==> src/sdbt_consts.svh <==
// Offsets, field positions, reset values and timing counts of the card block-transfer engine.
// Assumes a 200 MHz pclk and a 32-bit APB register bus.
`ifndef SDBT_CONSTS_SVH
`define SDBT_CONSTS_SVH

// ==============================================================
// Register byte offsets
`define SDBT_FIFO_CTL_OFS 8'h00
`define SDBT_MEMCLK_OFS 8'h04
`define SDBT_PSTAT_OFS 8'h08
`define SDBT_SSTAT_OFS 8'h0c
`define SDBT_MASK_OFS 8'h10
`define SDBT_BLEN_OFS 8'h14
`define SDBT_NBLK_OFS 8'h18
`define SDBT_BDONE_OFS 8'h1c
`define SDBT_RXDATA_OFS 8'h20
`define SDBT_TXDATA_OFS 8'h24
`define SDBT_CMDLO_OFS 8'h28
`define SDBT_CMDHI_OFS 8'h2c
`define SDBT_ARGLO_OFS 8'h30
`define SDBT_ARGHI_OFS 8'h34

// ==============================================================
// Field positions
`define SDBT_FC_FLUSH 0
`define SDBT_FC_DIR 1
`define SDBT_FC_THR 2
`define SDBT_FC_AW_LO 3
`define SDBT_CL_DATA 6
`define SDBT_CH_KICK 0
`define SDBT_CH_DMAMODE 1
`define SDBT_MC_EN 8
`define SDBT_ST_DONE 0
`define SDBT_ST_RXRDY 1
`define SDBT_ST_TXRDY 2
`define SDBT_ST_ERR 3

// ==============================================================
// Reset values, codes and timing
`define SDBT_BLEN_RST 16'h0200
`define SDBT_STOP_IDX 6'h0c
`define SDBT_FIFO_AW 4
`define SDBT_THR0_WORDS 5'h04
`define SDBT_THR1_WORDS 5'h08
`define SDBT_PCLK_MHZ 200
`define SDBT_MEMCLK_MAX_MHZ 50
`define SDBT_MEMCLK_MIN_DIV ((`SDBT_PCLK_MHZ + 2 * `SDBT_MEMCLK_MAX_MHZ - 1) / (2 * `SDBT_MEMCLK_MAX_MHZ) - 1)

`endif

==> src/sdbt_pkg.sv <==
// Types of the card block-transfer engine: link states and the state record of all but the FIFO word store.
// Assumes sdbt_consts.svh sits in the include path.
`include "sdbt_consts.svh"

package sdbt_pkg;

  // ==============================================================
  // Link sequencer states
  typedef enum logic [5:0] {
    SDBT_L_IDLE = 6'h01,
    SDBT_L_RX_START = 6'h02,
    SDBT_L_RX_DATA = 6'h04,
    SDBT_L_TX_START = 6'h08,
    SDBT_L_TX_DATA = 6'h10,
    SDBT_L_TX_END = 6'h20
  } sdbt_lstate_t;

  // ==============================================================
  // APB request as seen by the slave
  typedef struct packed {
    logic psel;
    logic penable;
    logic pwrite;
    logic [7:0] paddr;
    logic [31:0] pwdata;
  } sdbt_apb_req_t;

  // ==============================================================
  // All state of the engine except the FIFO word store
  typedef struct packed {
    logic [4:0] fifo_ctl;
    logic [7:0] clk_div;
    logic clk_en;
    logic [7:0] clk_cnt;
    logic mem_clk;
    logic [3:0] mask;
    logic [3:0] status;
    logic [15:0] blen;
    logic [15:0] nblk;
    logic [15:0] blk_done;
    logic [15:0] arg_lo;
    logic [15:0] arg_hi;
    logic [5:0] cmd_idx;
    logic dma_mode;
    logic dma_act;
    logic ovr;
    logic unr;
    sdbt_lstate_t lstate;
    logic [18:0] bitcnt;
    logic [31:0] shreg;
    logic txw_valid;
    logic txw_pend;
    logic apb_rd_pend;
    logic [`SDBT_FIFO_AW:0] wr_ptr;
    logic [`SDBT_FIFO_AW:0] rd_ptr;
    logic lclk_s1;
    logic lclk_s2;
    logic lclk_prev;
    logic dat_s1;
    logic dat_s2;
    logic rx_lvl_prev;
    logic tx_lvl_prev;
    logic err_prev;
    logic pready;
    logic pslverr;
    logic [31:0] prdata;
    logic irq;
    logic dma_req;
    logic dat_o;
    logic dat_oe;
  } sdbt_state_t;

endpackage

==> src/sdbt_top.sv <==
// Card block-transfer engine: data FIFO, block sequencing, DMA kick and status over APB.
// Assumes a 200 MHz pclk, a link clock and data line arriving from outside the clock domain.
`timescale 1ns/1ps
`include "sdbt_consts.svh"

module sdbt_top import sdbt_pkg::*; #(
  parameter int FIFO_AW = `SDBT_FIFO_AW
) (
  input wire logic pclk,
  input wire logic presetn,
  input wire logic psel,
  input wire logic penable,
  input wire logic pwrite,
  input wire logic [7:0] paddr,
  input wire logic [31:0] pwdata,
  output logic [31:0] prdata,
  output logic pready,
  output logic pslverr,
  output logic irq,
  output logic dma_req,
  output logic mem_clk,
  input wire logic link_clk,
  input wire logic card_dat_i,
  output logic card_dat_o,
  output logic card_dat_oe
);

  localparam logic [7:0] MIN_DIV = 8'(`SDBT_MEMCLK_MIN_DIV);
  localparam logic [FIFO_AW:0] DEPTH = (FIFO_AW+1)'(1 << FIFO_AW);

  initial begin
    if (FIFO_AW != `SDBT_FIFO_AW) begin
      $error("sdbt_top: FIFO_AW must match the state record pointer width");
    end
  end

  sdbt_state_t s_ff;
  sdbt_state_t nxt_s;
  sdbt_apb_req_t req;
  logic [31:0] mem_rdata;
  logic mem_we;
  logic mem_re;
  logic [FIFO_AW-1:0] mem_raddr;
  logic [31:0] mem_wdata;

  assign req = '{psel: psel, penable: penable, pwrite: pwrite, paddr: paddr, pwdata: pwdata};

  sdbt_fifo_mem #(
    .AW(FIFO_AW),
    .DW(32)
  ) u_mem (
    .pclk(pclk),
    .we(mem_we),
    .waddr(s_ff.wr_ptr[FIFO_AW-1:0]),
    .wdata(mem_wdata),
    .re(mem_re),
    .raddr(mem_raddr),
    .rdata(mem_rdata)
  );

  // ==============================================================
  // Next-state logic
  logic [FIFO_AW:0] fill;
  logic [4:0] thr_words;
  logic tx_dir;
  logic empty;
  logic full;
  logic rx_lvl;
  logic tx_lvl;
  logic lrise;
  logic lfall;
  logic acc;
  logic setup_rd;
  logic apb_re;
  logic link_re;
  logic blk_end;
  logic [15:0] blk_next;
  logic xfer_done;
  logic [18:0] last_bit;
  logic [7:0] eff_div;
  logic [3:0] st_set;
  logic [3:0] st_clr;

  always_comb begin
    nxt_s = s_ff;
    fill = s_ff.wr_ptr - s_ff.rd_ptr;
    tx_dir = s_ff.fifo_ctl[`SDBT_FC_DIR];
    thr_words = s_ff.fifo_ctl[`SDBT_FC_THR] ? `SDBT_THR1_WORDS : `SDBT_THR0_WORDS;
    empty = (fill == '0);
    full = (fill == DEPTH);
    rx_lvl = !tx_dir && ({{(5-FIFO_AW){1'b0}}, fill[FIFO_AW-1:0]} >= thr_words || full);
    tx_lvl = tx_dir && (5'(DEPTH - fill) >= thr_words);
    lrise = s_ff.lclk_s2 && !s_ff.lclk_prev;
    lfall = !s_ff.lclk_s2 && s_ff.lclk_prev;
    acc = req.psel && req.penable && !s_ff.pready;
    setup_rd = req.psel && !req.penable && !req.pwrite && req.paddr == `SDBT_RXDATA_OFS;
    apb_re = setup_rd && !tx_dir && !empty;
    link_re = tx_dir && !apb_re && !empty && !s_ff.txw_valid && !s_ff.txw_pend &&
              (s_ff.lstate == SDBT_L_TX_START || s_ff.lstate == SDBT_L_TX_DATA);
    mem_re = apb_re || link_re;
    mem_raddr = s_ff.rd_ptr[FIFO_AW-1:0];
    mem_we = 1'b0;
    mem_wdata = req.pwdata;
    blk_end = 1'b0;
    xfer_done = 1'b0;
    blk_next = s_ff.blk_done + 16'h0001;
    last_bit = {s_ff.blen, 3'h0} - 19'h00001;
    st_set = '0;
    st_clr = '0;

    // Synchronisers: first stage feeds only the second
    nxt_s.lclk_s1 = link_clk;
    nxt_s.lclk_s2 = s_ff.lclk_s1;
    nxt_s.lclk_prev = s_ff.lclk_s2;
    nxt_s.dat_s1 = card_dat_i;
    nxt_s.dat_s2 = s_ff.dat_s1;

    // ==============================================================
    // FIFO read side
    if (mem_re) begin
      nxt_s.rd_ptr = s_ff.rd_ptr + 1'b1;
    end
    nxt_s.apb_rd_pend = apb_re;
    nxt_s.txw_pend = link_re;
    if (s_ff.txw_pend) begin
      nxt_s.shreg = mem_rdata;
      nxt_s.txw_valid = 1'b1;
    end

    // ==============================================================
    // APB slave: one wait state, answer registered
    nxt_s.pready = acc;
    nxt_s.pslverr = 1'b0;
    if (acc) begin
      nxt_s.prdata = '0;
      if (req.paddr == `SDBT_FIFO_CTL_OFS) begin
        nxt_s.prdata = {27'h0, s_ff.fifo_ctl};
        if (req.pwrite) nxt_s.fifo_ctl = req.pwdata[4:0];
      end else if (req.paddr == `SDBT_MEMCLK_OFS) begin
        nxt_s.prdata = {23'h0, s_ff.clk_en, s_ff.clk_div};
        if (req.pwrite) begin
          nxt_s.clk_div = req.pwdata[7:0];
          nxt_s.clk_en = req.pwdata[`SDBT_MC_EN];
        end
      end else if (req.paddr == `SDBT_PSTAT_OFS) begin
        nxt_s.prdata = {28'h0, s_ff.status};
        if (!req.pwrite) st_clr = s_ff.status;
      end else if (req.paddr == `SDBT_SSTAT_OFS) begin
        nxt_s.prdata = {27'h0, s_ff.unr, s_ff.ovr, s_ff.lstate != SDBT_L_IDLE, full, empty};
      end else if (req.paddr == `SDBT_MASK_OFS) begin
        nxt_s.prdata = {28'h0, s_ff.mask};
        if (req.pwrite) nxt_s.mask = req.pwdata[3:0];
      end else if (req.paddr == `SDBT_BLEN_OFS) begin
        nxt_s.prdata = {16'h0, s_ff.blen};
        if (req.pwrite) nxt_s.blen = req.pwdata[15:0];
      end else if (req.paddr == `SDBT_NBLK_OFS) begin
        nxt_s.prdata = {16'h0, s_ff.nblk};
        if (req.pwrite) nxt_s.nblk = req.pwdata[15:0];
      end else if (req.paddr == `SDBT_BDONE_OFS) begin
        nxt_s.prdata = {16'h0, s_ff.blk_done};
      end else if (req.paddr == `SDBT_RXDATA_OFS) begin
        nxt_s.prdata = s_ff.apb_rd_pend ? mem_rdata : 32'h0;
      end else if (req.paddr == `SDBT_TXDATA_OFS) begin
        if (req.pwrite && tx_dir && !full) begin
          mem_we = 1'b1;
        end else if (req.pwrite && tx_dir) begin
          nxt_s.ovr = 1'b1;
        end
      end else if (req.paddr == `SDBT_CMDLO_OFS) begin
        nxt_s.prdata = {26'h0, s_ff.cmd_idx};
        if (req.pwrite) begin
          nxt_s.cmd_idx = req.pwdata[5:0];
          if (req.pwdata[5:0] == `SDBT_STOP_IDX) begin
            // Explicit stop ends an open-ended transfer
            if (s_ff.lstate != SDBT_L_IDLE) xfer_done = 1'b1;
          end else if (req.pwdata[`SDBT_CL_DATA]) begin
            nxt_s.blk_done = '0;
            nxt_s.bitcnt = '0;
            nxt_s.lstate = tx_dir ? SDBT_L_TX_START : SDBT_L_RX_START;
            nxt_s.dma_act = s_ff.dma_mode && !tx_dir;
          end
        end
      end else if (req.paddr == `SDBT_CMDHI_OFS) begin
        nxt_s.prdata = {31'h0, s_ff.dma_mode};
        if (req.pwrite) begin
          nxt_s.dma_mode = req.pwdata[`SDBT_CH_DMAMODE];
          if (req.pwdata[`SDBT_CH_KICK] && tx_dir) nxt_s.dma_act = 1'b1;
        end
      end else if (req.paddr == `SDBT_ARGLO_OFS) begin
        nxt_s.prdata = {16'h0, s_ff.arg_lo};
        if (req.pwrite) nxt_s.arg_lo = req.pwdata[15:0];
      end else if (req.paddr == `SDBT_ARGHI_OFS) begin
        nxt_s.prdata = {16'h0, s_ff.arg_hi};
        if (req.pwrite) nxt_s.arg_hi = req.pwdata[15:0];
      end else begin
        nxt_s.pslverr = 1'b1;
      end
    end

    // ==============================================================
    // Link sequencer; any block length that is a whole number of words works
    case (s_ff.lstate)
      SDBT_L_RX_START: begin
        if (lrise && !s_ff.dat_s2) begin
          nxt_s.lstate = SDBT_L_RX_DATA;
          nxt_s.bitcnt = '0;
        end
      end
      SDBT_L_RX_DATA: begin
        if (lrise) begin
          nxt_s.shreg = {s_ff.shreg[30:0], s_ff.dat_s2};
          nxt_s.bitcnt = s_ff.bitcnt + 19'h00001;
          if (s_ff.bitcnt[4:0] == 5'h1f) begin
            mem_wdata = {s_ff.shreg[30:0], s_ff.dat_s2};
            // Overrun drops the word rather than corrupt older data
            if (full) nxt_s.ovr = 1'b1;
            else mem_we = 1'b1;
          end
          if (s_ff.bitcnt == last_bit) blk_end = 1'b1;
        end
      end
      SDBT_L_TX_START: begin
        if (lfall && s_ff.txw_valid) begin
          nxt_s.dat_o = 1'b0;
          nxt_s.dat_oe = 1'b1;
          nxt_s.bitcnt = '0;
          nxt_s.lstate = SDBT_L_TX_DATA;
        end
      end
      SDBT_L_TX_DATA: begin
        if (lfall && s_ff.txw_valid) begin
          nxt_s.dat_o = s_ff.shreg[31];
          nxt_s.shreg = {s_ff.shreg[30:0], 1'b0};
          nxt_s.bitcnt = s_ff.bitcnt + 19'h00001;
          if (s_ff.bitcnt[4:0] == 5'h1f) nxt_s.txw_valid = 1'b0;
          if (s_ff.bitcnt == last_bit) nxt_s.lstate = SDBT_L_TX_END;
        end else if (lfall) begin
          // Link clock cannot be held, so a starved bit is flagged
          nxt_s.unr = 1'b1;
        end
      end
      SDBT_L_TX_END: begin
        if (lfall) begin
          nxt_s.dat_o = 1'b1;
          blk_end = 1'b1;
        end
      end
      default: begin
        if (lfall) nxt_s.dat_oe = 1'b0;
      end
    endcase

    if (blk_end) begin
      nxt_s.blk_done = blk_next;
      nxt_s.lstate = tx_dir ? SDBT_L_TX_START : SDBT_L_RX_START;
      if (s_ff.nblk != '0 && blk_next == s_ff.nblk) xfer_done = 1'b1;
    end
    if (xfer_done) begin
      nxt_s.lstate = SDBT_L_IDLE;
      nxt_s.dma_act = 1'b0;
      st_set[`SDBT_ST_DONE] = 1'b1;
    end

    if (mem_we) nxt_s.wr_ptr = s_ff.wr_ptr + 1'b1;

    // Flush overrides every pointer update while held
    if (s_ff.fifo_ctl[`SDBT_FC_FLUSH]) begin
      mem_we = 1'b0;
      nxt_s.wr_ptr = '0;
      nxt_s.rd_ptr = '0;
      nxt_s.txw_valid = 1'b0;
      nxt_s.txw_pend = 1'b0;
      nxt_s.apb_rd_pend = 1'b0;
      nxt_s.ovr = 1'b0;
      nxt_s.unr = 1'b0;
    end

    // ==============================================================
    // Events, sticky status, interrupt and DMA request
    nxt_s.rx_lvl_prev = rx_lvl;
    nxt_s.tx_lvl_prev = tx_lvl;
    nxt_s.err_prev = s_ff.ovr || s_ff.unr;
    st_set[`SDBT_ST_RXRDY] = rx_lvl && !s_ff.rx_lvl_prev;
    st_set[`SDBT_ST_TXRDY] = tx_lvl && !s_ff.tx_lvl_prev;
    st_set[`SDBT_ST_ERR] = (s_ff.ovr || s_ff.unr) && !s_ff.err_prev;
    // A set landing with the read-clear wins
    nxt_s.status = (s_ff.status & ~st_clr) | st_set;
    nxt_s.irq = |(nxt_s.status & s_ff.mask);
    nxt_s.dma_req = nxt_s.dma_act && (tx_dir ? tx_lvl : rx_lvl);

    // ==============================================================
    // Memory clock divider; divide value clamped so the rate stays within limit
    eff_div = (s_ff.clk_div < MIN_DIV) ? MIN_DIV : s_ff.clk_div;
    if (!s_ff.clk_en) begin
      nxt_s.clk_cnt = '0;
      nxt_s.mem_clk = 1'b0;
    end else if (s_ff.clk_cnt >= eff_div) begin
      nxt_s.clk_cnt = '0;
      nxt_s.mem_clk = !s_ff.mem_clk;
    end else begin
      nxt_s.clk_cnt = s_ff.clk_cnt + 8'h01;
    end
  end

  // ==============================================================
  // State register
  always_ff @(posedge pclk or negedge presetn) begin
    if (!presetn) begin
      s_ff <= '0;
      s_ff.lstate <= SDBT_L_IDLE;
      s_ff.blen <= `SDBT_BLEN_RST;
    end else begin
      s_ff <= nxt_s;
    end
  end

  assign prdata = s_ff.prdata;
  assign pready = s_ff.pready;
  assign pslverr = s_ff.pslverr;
  assign irq = s_ff.irq;
  assign dma_req = s_ff.dma_req;
  assign mem_clk = s_ff.mem_clk;
  assign card_dat_o = s_ff.dat_o;
  assign card_dat_oe = s_ff.dat_oe;

endmodule

==> src/sdbt_fifo_mem.sv <==
// Word store of the data FIFO: one write port, one read port with registered read data.
// Assumes the caller keeps the pointers and never reads and writes beyond DEPTH words.
`timescale 1ns/1ps

module sdbt_fifo_mem #(
  parameter int AW = 4,
  parameter int DW = 32
) (
  input wire logic pclk,
  input wire logic we,
  input wire logic [AW-1:0] waddr,
  input wire logic [DW-1:0] wdata,
  input wire logic re,
  input wire logic [AW-1:0] raddr,
  output logic [DW-1:0] rdata
);

  logic [DW-1:0] mem [0:(1<<AW)-1];

  initial begin
    if (AW < 3 || DW != 32) begin
      $error("sdbt_fifo_mem: AW must be at least 3 and DW 32");
    end
  end

  // ==============================================================
  // No reset on the array; contents are only meaningful behind the pointers
  always_ff @(posedge pclk) begin
    if (we) begin
      mem[waddr] <= wdata;
    end
    if (re) begin
      rdata <= mem[raddr];
    end
  end

endmodule

==> config.mk <==
export PLATFORM = sky130hd
export DESIGN_NAME = sdbt_top
export DESIGN_NICKNAME = d
export VERILOG_FILES = /design/src/sdbt_pkg.sv /design/src/sdbt_top.sv /design/src/sdbt_fifo_mem.sv
export VERILOG_INCLUDE_DIRS = /design/src
export SDC_FILE = /design/constraint.sdc
export NUM_CORES = 1
export LEC_CHECK = 0
export BUFFER_PORTS_ARGS = -buffer_cell sky130_fd_sc_hd__buf_2
export CAP_MARGIN = 20
export CORE_ASPECT_RATIO = 1.4
export CORE_MARGIN = 3
export CORE_UTILIZATION = 61
export CTS_BUF_LIST = sky130_fd_sc_hd__clkbuf_4
export DETAILED_ROUTE_END_ITERATION = 12
export PLACE_DENSITY_LB_ADDON = 0.2
export SETUP_SLACK_MARGIN = 0.15
export SLEW_MARGIN = 5
export SYNTH_ARGS = -nofsm -noshare
export SYNTH_HDL_FRONTEND = slang
export SYNTH_HIERARCHICAL = 1
export SYNTH_SLANG_ARGS = --single-unit
==> constraint.sdc <==
create_clock -name pclk -period 6.6 [get_ports pclk]
set_clock_uncertainty 0.15 [all_clocks]
set_input_delay 0.99 -clock pclk [delete_from_list [all_inputs] [get_ports pclk]]
set_output_delay 0.99 -clock pclk [all_outputs]
set_load 0.02 [all_outputs]
==> results of run 1 <==
layout make-up:
type                            count  area [sq um]  share of cell area [%]
Antenna cell                        4          10.0                  0.0271
Clock buffer                      278          2090                    5.65
Clock inverter                     50           315                   0.854
Inverter                           35           131                   0.356
Multi-Input combinational cell   1197         10400                    28.2
Sequential cell                   781         22300                    60.3
Tap cell                          714           893                    2.42
Timing Repair Buffer              129           786                    2.13
final timing paths:
kind / slack (ns) / to / depth (start not counted)
max: 1.69 / u_mem/mem[2][17] / 12
min: 0.16 / s_ff[186] / 2
max reg2reg: 1.69 / u_mem/mem[2][17] / 12
min reg2reg: 0.21 / s_ff[41] / 0
max in group asynchronous: 4.41 / s_ff[155] / 3
min in group asynchronous: 0.49 / s_ff[217] / 2
worst register-to-register path, cell delays in order (launching register included):
cell and delay (ns):
dfrtp_1 0.60, inv_1 0.09, ha_1 0.24, fa_1 0.41
xor2_1 0.18, nand3_1 0.16, nor2_1 0.08, ha_1 0.26
nor2b_1 0.49, nor2b_1 0.33, or3b_2 0.60, nor2_4 0.70
buf_4 0.33
metal layers:
metal  vias up  GRT usage, %  wire length [um]
met1     10200          33.8             29500
met5         -             0                 0
met3       200          6.47              4490
li1       8867             -                 -
met2       782          49.8             42600
met4         0          12.8              3270
power groups by stage:
stage | Sequential (uW) | Combinational (uW) | Clock (uW)
floorplan | 5520 | 854 | 0
global placement | 5540 | 1100 | 0
detailed placement | 5550 | 1130 | 0
CTS | 5450 | 1140 | 4000
global route | 5460 | 1240 | 4270
finish | 5450 | 1130 | 3900
cell families (layout without fill, tap and decap cells):
group,count (synthesis),count (layout),synth area share (%)
flops,781,781,66.6
simple gates,465,465,6.85
compound gates,350,350,7.16
mux,297,297,14.2
buf+inv,189,492,2.65
xor+xnor,59,59,1.55
fa+ha+maj,26,26,0.995
other cells,0,4,0
flip-flops by register name (all words and copies together) (netlist names):
name	flops
nxt_s	3
card_dat_oe	1
mem_raddr	4
s_ff	191
card_dat_o	1
u_mem/rdata	32
pslverr	1
dma_req	1
pready	1
irq	1
mem_clk	1
u_mem/mem	512
prdata	32
stage by stage:
step | power [uW] | area [sq um] | worst slack (ns) | util [%]
2_1_floorplan | 6370 | 33400 | 0.466 | -
3_5_place_dp | 6680 | 34500 | 1.34 | 64.2
3_3_place_gp | 6640 | 34500 | 1.37 | 64.2
5_1_grt | 11000 | 36900 | 1.39 | 68.8
4_1_cts | 10600 | 36900 | 1.69 | 68.8
6_report | 10500 | 36900 | 1.69 | 68.8
what timing repair did:
item                                    in CTS  in global routing
hold buffers                                 3                  0
endpoints found under the setup margin       0                  0
endpoints found under the hold margin      109                  0
layout by cell type, fill, tap and decap left out, drive strengths merged, types with 8 or more instances in the layout:
cell type  netlist  layout
and4            11      11
nand3           38      38
a221o            8       8
nand2          145     145
nor2b           15      15
o21ai           83      83
a31oi           32      32
mux4           128     128
edfxtp         544     544
dfrtp          235     235
inv             35      39
and3            19      19
xor2            21      21
a22o            26      26
mux2           128     128
mux2i           41      41
a222oi           8       8
a22oi           79      79
or3             12      12
nor4            12      12
ha              25      25
a21oi           42      42
buf             70     125
xnor2           38      38
a211oi           8       8
clkbuf          84     279
and2             8       8
nor2           106     106
or4              9       9
nand2b          16      16
nand4           16      16
clkinv           0      39
nor3            30      30
Yosys cell counts (38+ instances only):
master    number
mux4_2       128
mux2_2       122
a21oi_1       42
buf_4         41
dfrtp_1      235
o21ai_0       81
nand2_1      145
clkbuf_1      83
edfxtp_1     544
mux2i_1       41
a22oi_1       79
nor2_1       106
nand3_1       38
xnor2_1       38
==> results.md, run 1 <==
- Kind of start point of the critical path: flop
- Normalized max-slew margin: a little under a quarter
- Net switching fraction of the power: 24.7%
- Number of inserted filler cells in the final layout: 3618
- Number of buffers created by CTS: ~180
- Sink Count: approximately 780
- Share of power burned in the clock network: 37.2%
- Total of flip-flops plus latches after synthesis: 781
- Net count of the mapped netlist: 2240
- Largest buffer count on any clock path: 3
- Die Width: 204 um
- Worst hold start: pwdata[12]
- Number of buffers inserted by port buffering: 85
- Largest cells by area after synthesis: edfxtp_1 (49%), dfrtp_1 (18%), mux4_2 (8.6%)
- Maximum number of pins on one net before global-route repair: 131
- Power Dens Cells: approximately 280 mW/mm^2
- Number of detailed-routing iterations run before antenna repair: 7
- Global-route usage over all layers: around 29%
- Initial core utilization: a little over 60%
- Kind of end point of the critical path: flop
- Hold Violations, Final: 0
- Tmin final: 4.91 ns
- Crit path max fanout: 24
- Dpl hpwl: ~51000 um
- Core region area: roughly 0.054 sq mm
- Synth Cell Area: 0.0334 sq mm
- Via count of the first global-routing pass: 21600
- Worst Tran Pin Value: 1.15 ns
- Routed WL: 79800 um
- Postcts setup bufs: 0
- Die outline area: 0.0577 sq mm
- Clk root buf: clkbuf_4
- Result of the run: complete, no violations
- Final Max Tran Viols: 0
- CTS clock-pin slew for the worst setup and hold paths: 0.07 ns
- Class of the tightest hold or removal check: in2reg
- DR DRC count: 0
- Count of max-cap constraint violations: 0
- Syn Area/Cell: between 15 and 20 sq um
- Leakage dissipation: approximately 0.014 uW
- # nets final: 2396
- Final Setup Violations: 0
- Share of synthesized flip-flops with an asynchronous set or reset: 30.3%
- YS warnings: 6
- Number of flops mapped to enable cells by yosys: 544
- Setup CP Type: reg2reg
- Pint: between 7000 and 8000 uW
- Accumulated negative setup slack: 0 ns
- H-tree depth reported by CTS: 4
- Post-cts repair resize count: 0
- Max Clock Freq: 0.204 GHz
- Unrepaired setup endpoints after global routing: no
- Share of the synthesized area in the top cell type: 48.8%
- Combinational group share of total power: 10.8%
- Number of instances in the synthesized netlist: 2167
- Routed wirelength normalized by instance count: between 20 and 30 um
- Placed instance count: between 2000 and 3000
- Finished Layout Cells: 3188
- Buf+Inv Stages, Crit Path: 2
- Area leader, netlist: edfxtp_1
- Final RePlAce weighted congestion: about 0.91
- Number of distinct library cells after synthesis: 76
- Clock Latency Late Sink: 1.01 ns
- Remaining antenna violation count: 0
- Sequential share of power: 52.0%
- Post-route clock period utilization: around three quarters
- Global route total overflow: 0
- Beginning of the critical path: s_ff[51]
- Post-route worst hold slack: 0.163 ns
- TritonCTS clock tree: done
- Largest vdd supply drop: 181 uV
- Switching component of the power: around 2600 uW
- Cell at the slowest stage of the critical path: nor2_4
- Sequential cell area fraction in the yosys report: 66.6%
- Startpoint of the most critical register-to-register path: s_ff[51]
- Detailed router's first-iteration violation count: 1748
- Via total after detailed routing: 20100
- Critical path arrival: 5.45 ns
- Most used flip-flop cell after synthesis: edfxtp_1
- Initial antenna violation count: 2
- Die height: 283 um
- Wire length of the first global-routing pass: 124000 um
- Share of final-layout standard cells stronger than drive strength 1: 29.3%
- Via density: around 6.3
- Site Rows: 100
- Kind of cell adding the most delay to the critical path: simple AND/OR/NAND/NOR gates
- Ports: 86
- Synth-to-Final Area Change: 10.4%
- Critical Path Max Stage Delay: 0.69 ns
- CP Cell Sequence: inv_1 > ha_1 > fa_1 > xor2_1 > nand3_1 > nor2_1 > ha_1 > nor2b_1 > nor2b_1 > or3b_2 > nor2_4 > buf_4
- Worst Path Required: approximately 7.1 ns
No activity file was read; power rests on OpenSTA's default activity.
==> run 2, diff against run 1 <==
--- a/config.mk
+++ b/config.mk
@@ -6,6 +6,7 @@
 export SDC_FILE = /design/constraint.sdc
 export NUM_CORES = 1
 export LEC_CHECK = 0
+export ABC_AREA = 1
 export BUFFER_PORTS_ARGS = -buffer_cell sky130_fd_sc_hd__buf_2
 export CAP_MARGIN = 20
 export CORE_ASPECT_RATIO = 1.4
==> constraint.sdc (replaced) <==
create_clock -name pclk -period 5.1 [get_ports pclk]
set_clock_uncertainty 0.15 [all_clocks]
set_input_delay 0.765 -clock pclk [delete_from_list [all_inputs] [get_ports pclk]]
set_output_delay 0.765 -clock pclk [all_outputs]
set_load 0.02 [all_outputs]
==> results.md, run 2 <==
- Top flop regs: u_mem/mem (512), s_ff (191)
- Syn Area/Cell: 9.30 sq um
- Via density: 5.51
- Core region area: 0.0590 sq mm
- Worst hold start: paddr[4]
- Remaining antenna violation count: 0
- Post-route worst hold slack: 0.137 ns
- CP Cell Sequence: inv_1 > ha_1 > fa_1 > o21ai_0 > xnor2_1 > inv_1 > ha_1 > inv_1 > nand2_2 > nor2_1 > nand3b_1 > nor2_4 > buf_12
- Count of max-cap constraint violations: 0
- Area leader, netlist: edfxtp_1
- Normalized max-slew margin: 30.2%
- Startpoint of the most critical register-to-register path: s_ff[51]
- Final Power: 12300 uW
- Placed instance count: 4642
- Most used cell, CP: inv_1
- Worst hold stages: 4
- Final Setup Violations: 0
- Unrepaired setup endpoints after global routing: no
- CTS clock-pin slew for the worst setup and hold paths: 0.07 ns
- Worst Tran Pin Value: 1.05 ns
- Number of buffers inserted by port buffering: 85
- YS warnings: 6
- DR DRC count: 0
- Share of the core filled with cells: 68.1%
- Terminating pin of the worst hold path: pslverr
- Post-route clock period utilization: 81.6%
- Detailed router's first-iteration violation count: 2361
- TritonCTS clock tree: done
- Share of synthesized flip-flops with an asynchronous set or reset: 30.3%
- Crit path max fanout: 18
- Postcts setup bufs: 0
- Synth-to-Final Area Change: 9.56%
- Post-cts repair resize count: 0
- Via count of the first global-routing pass: 27300
- Kind of cell adding the most delay to the critical path: simple AND/OR/NAND/NOR gates
- Die Width: 213 um
- Number of buffers created by CTS: 186
- Power Dens Cells: 306 mW/mm^2
- Critical Path Max Stage Delay: 0.60 ns
- Maximum number of pins on one net before global-route repair: slightly below 200
- Ports: 86
- Critical path arrival: 4.72 ns
- Most frequent cells in the layout: nand2_1 (1227), inv_1 (586), edfxtp_1 (544)
- Initial core utilization: 62.1%
- Worst Path Required: 5.66 ns
- Largest buffer count on any clock path: 3
- Setup CP Type: reg2reg
- Most common library cell in the layout ignoring fill and taps: nand2_1
- Dpl hpwl: 61100 um
- Finished Layout Cells: 5000
- Number of instances in the synthesized netlist: 3943
- Via total after detailed routing: 27500
- Cell at the slowest stage of the critical path: nor2_4
- Routed WL: 94800 um
- Class of the tightest hold or removal check: in2reg
- # nets final: 4174
- Wire length of the first global-routing pass: 148000 um
- Initial antenna violation count: 3
- Tmin final: 4.16 ns
- Hold Violations, Final: 0
- Leakage dissipation: ~0.018 uW
- Share of final-layout standard cells stronger than drive strength 1: 12.3%
- Number of distinct library cells after synthesis: 58
- Global-route usage over all layers: 30.8%
- Total of flip-flops plus latches after synthesis: 781
- Buf+Inv Stages, Crit Path: 4
- Result of the run: complete, no violations
- Die height: around 300 um
- Sequential cell area fraction in the yosys report: 60.7%
- Kind of start point of the critical path: flop
- Die outline area: between 0.06 and 0.07 sq mm
- Sink Count: approximately 780
- Number of detailed-routing iterations run before antenna repair: 6
- Clk root buf: clkbuf_4
- Number of flip-flops under the largest register name: 512
- Final RePlAce weighted congestion: 0.940
- Net count of the mapped netlist: around 4000
- Most used flip-flop cell after synthesis: edfxtp_1
- H-tree depth reported by CTS: 4
- Reg2Reg Capture Point: u_mem/mem[4][14]
- Most flops, register: u_mem/mem
- Routed wirelength normalized by instance count: 19.0 um
- Clock Latency Late Sink: between 1 and 1.5 ns
- Kind of end point of the critical path: flop
- Max Clock Freq: 0.240 GHz
- Synth Cell Area: 0.0367 sq mm
- Worst Reg2Reg Path Length in Cells: 13
- Setup slack, reg-to-reg: 0.94 ns
- Largest cells by area after synthesis: edfxtp_1 (45%), dfrtp_1 (16%), nand2_1 (13%)
- Share of the synthesized area in the top cell type: 44.6%
- Accumulated negative setup slack: 0 ns
- Most frequent cell after synthesis: nand2_1
- Most used standard cells in the synthesized netlist: nand2_1 (1228), inv_1 (588), edfxtp_1 (544)
- Number of flops mapped to enable cells by yosys: 544
- Final Max Tran Viols: 0
- Largest vdd supply drop: 179 uV
- Site Rows: 105
- Global route total overflow: 0
-- run 2: cell families after synthesis --
group	count (synthesis)	synth area share (%)
AO/OA/AOI/OAI	377	5.86
XOR/XNOR	27	0.645
adder cells (fa/ha/maj)	26	0.908
buffers and inverters	792	9.43
flip-flops	781	60.7
multiplexers	1	0.0273
AND/OR/NAND/NOR	1939	22.4
-- run 2: worst max path at each step --
stage	start	end	slack, ns	depth (start not counted)
finish	s_ff[51]	u_mem/mem[4][14]	0.94	13
global placement	s_ff[51]	u_mem/mem[11][13]	1.04	13
global route	s_ff[51]	u_mem/mem[4][16]	0.70	13
CTS	s_ff[51]	u_mem/mem[10][29]	0.97	13
floorplan	s_ff[51]	u_mem/mem[12][0]	0.88	12
detailed placement	s_ff[51]	u_mem/mem[12][11]	0.99	13
-- run 2: metrics by stage --
| stage | worst slack (ns) | instance area (sq um) |
|---|---|---|
| after CTS | 0.965 | 40200 |
| after detailed placement | 0.991 | 37600 |
| after global placement | 1.04 | 37600 |
| after floorplan | 0.875 | 36700 |
| after global routing | 0.701 | 40200 |
| final | 0.940 | 40200 |
-- run 2: layer usage --
| layer | wire length (um) | vias to the layer above | global-route usage [%] |
|---|---|---|---|
| met5 | 0 | - | 0 |
| met4 | 5510 | 0 | 18.4 |
| met1 | 35300 | 12900 | 36.4 |
| met3 | 6610 | 295 | 6.51 |
| met2 | 47400 | 1077 | 52.1 |
| li1 | - | 13300 | - |
-- run 2: tightest hold or removal path: stages --
cell and delay, ns:
buf_2 0.10, nand3_1 0.16, a21oi_1 0.19, nor4b_1 0.06
-- run 2: area by class of cell --
type	instances	area (sq um)
Sequential cell	781	22300
Fill cell	4768	18800
Antenna cell	4	10.0
Timing Repair Buffer	165	1260
Clock buffer	279	2090
Inverter	597	2250
Tap cell	749	937
Clock inverter	55	269
Multi-Input combinational cell	2370	11100
-- run 2: power by group --
| group | internal, uW | switching [uW] |
|---|---|---|
| sequential | 6810 | 23.2 |
| combinational | 115 | 292 |
| clock | 2590 | 2440 |
-- run 2: what timing repair did --
item,4_1_cts,5_1_grt
hold buffers,20,0
endpoints found under the setup margin,0,0
hold endpoints to repair,152,0
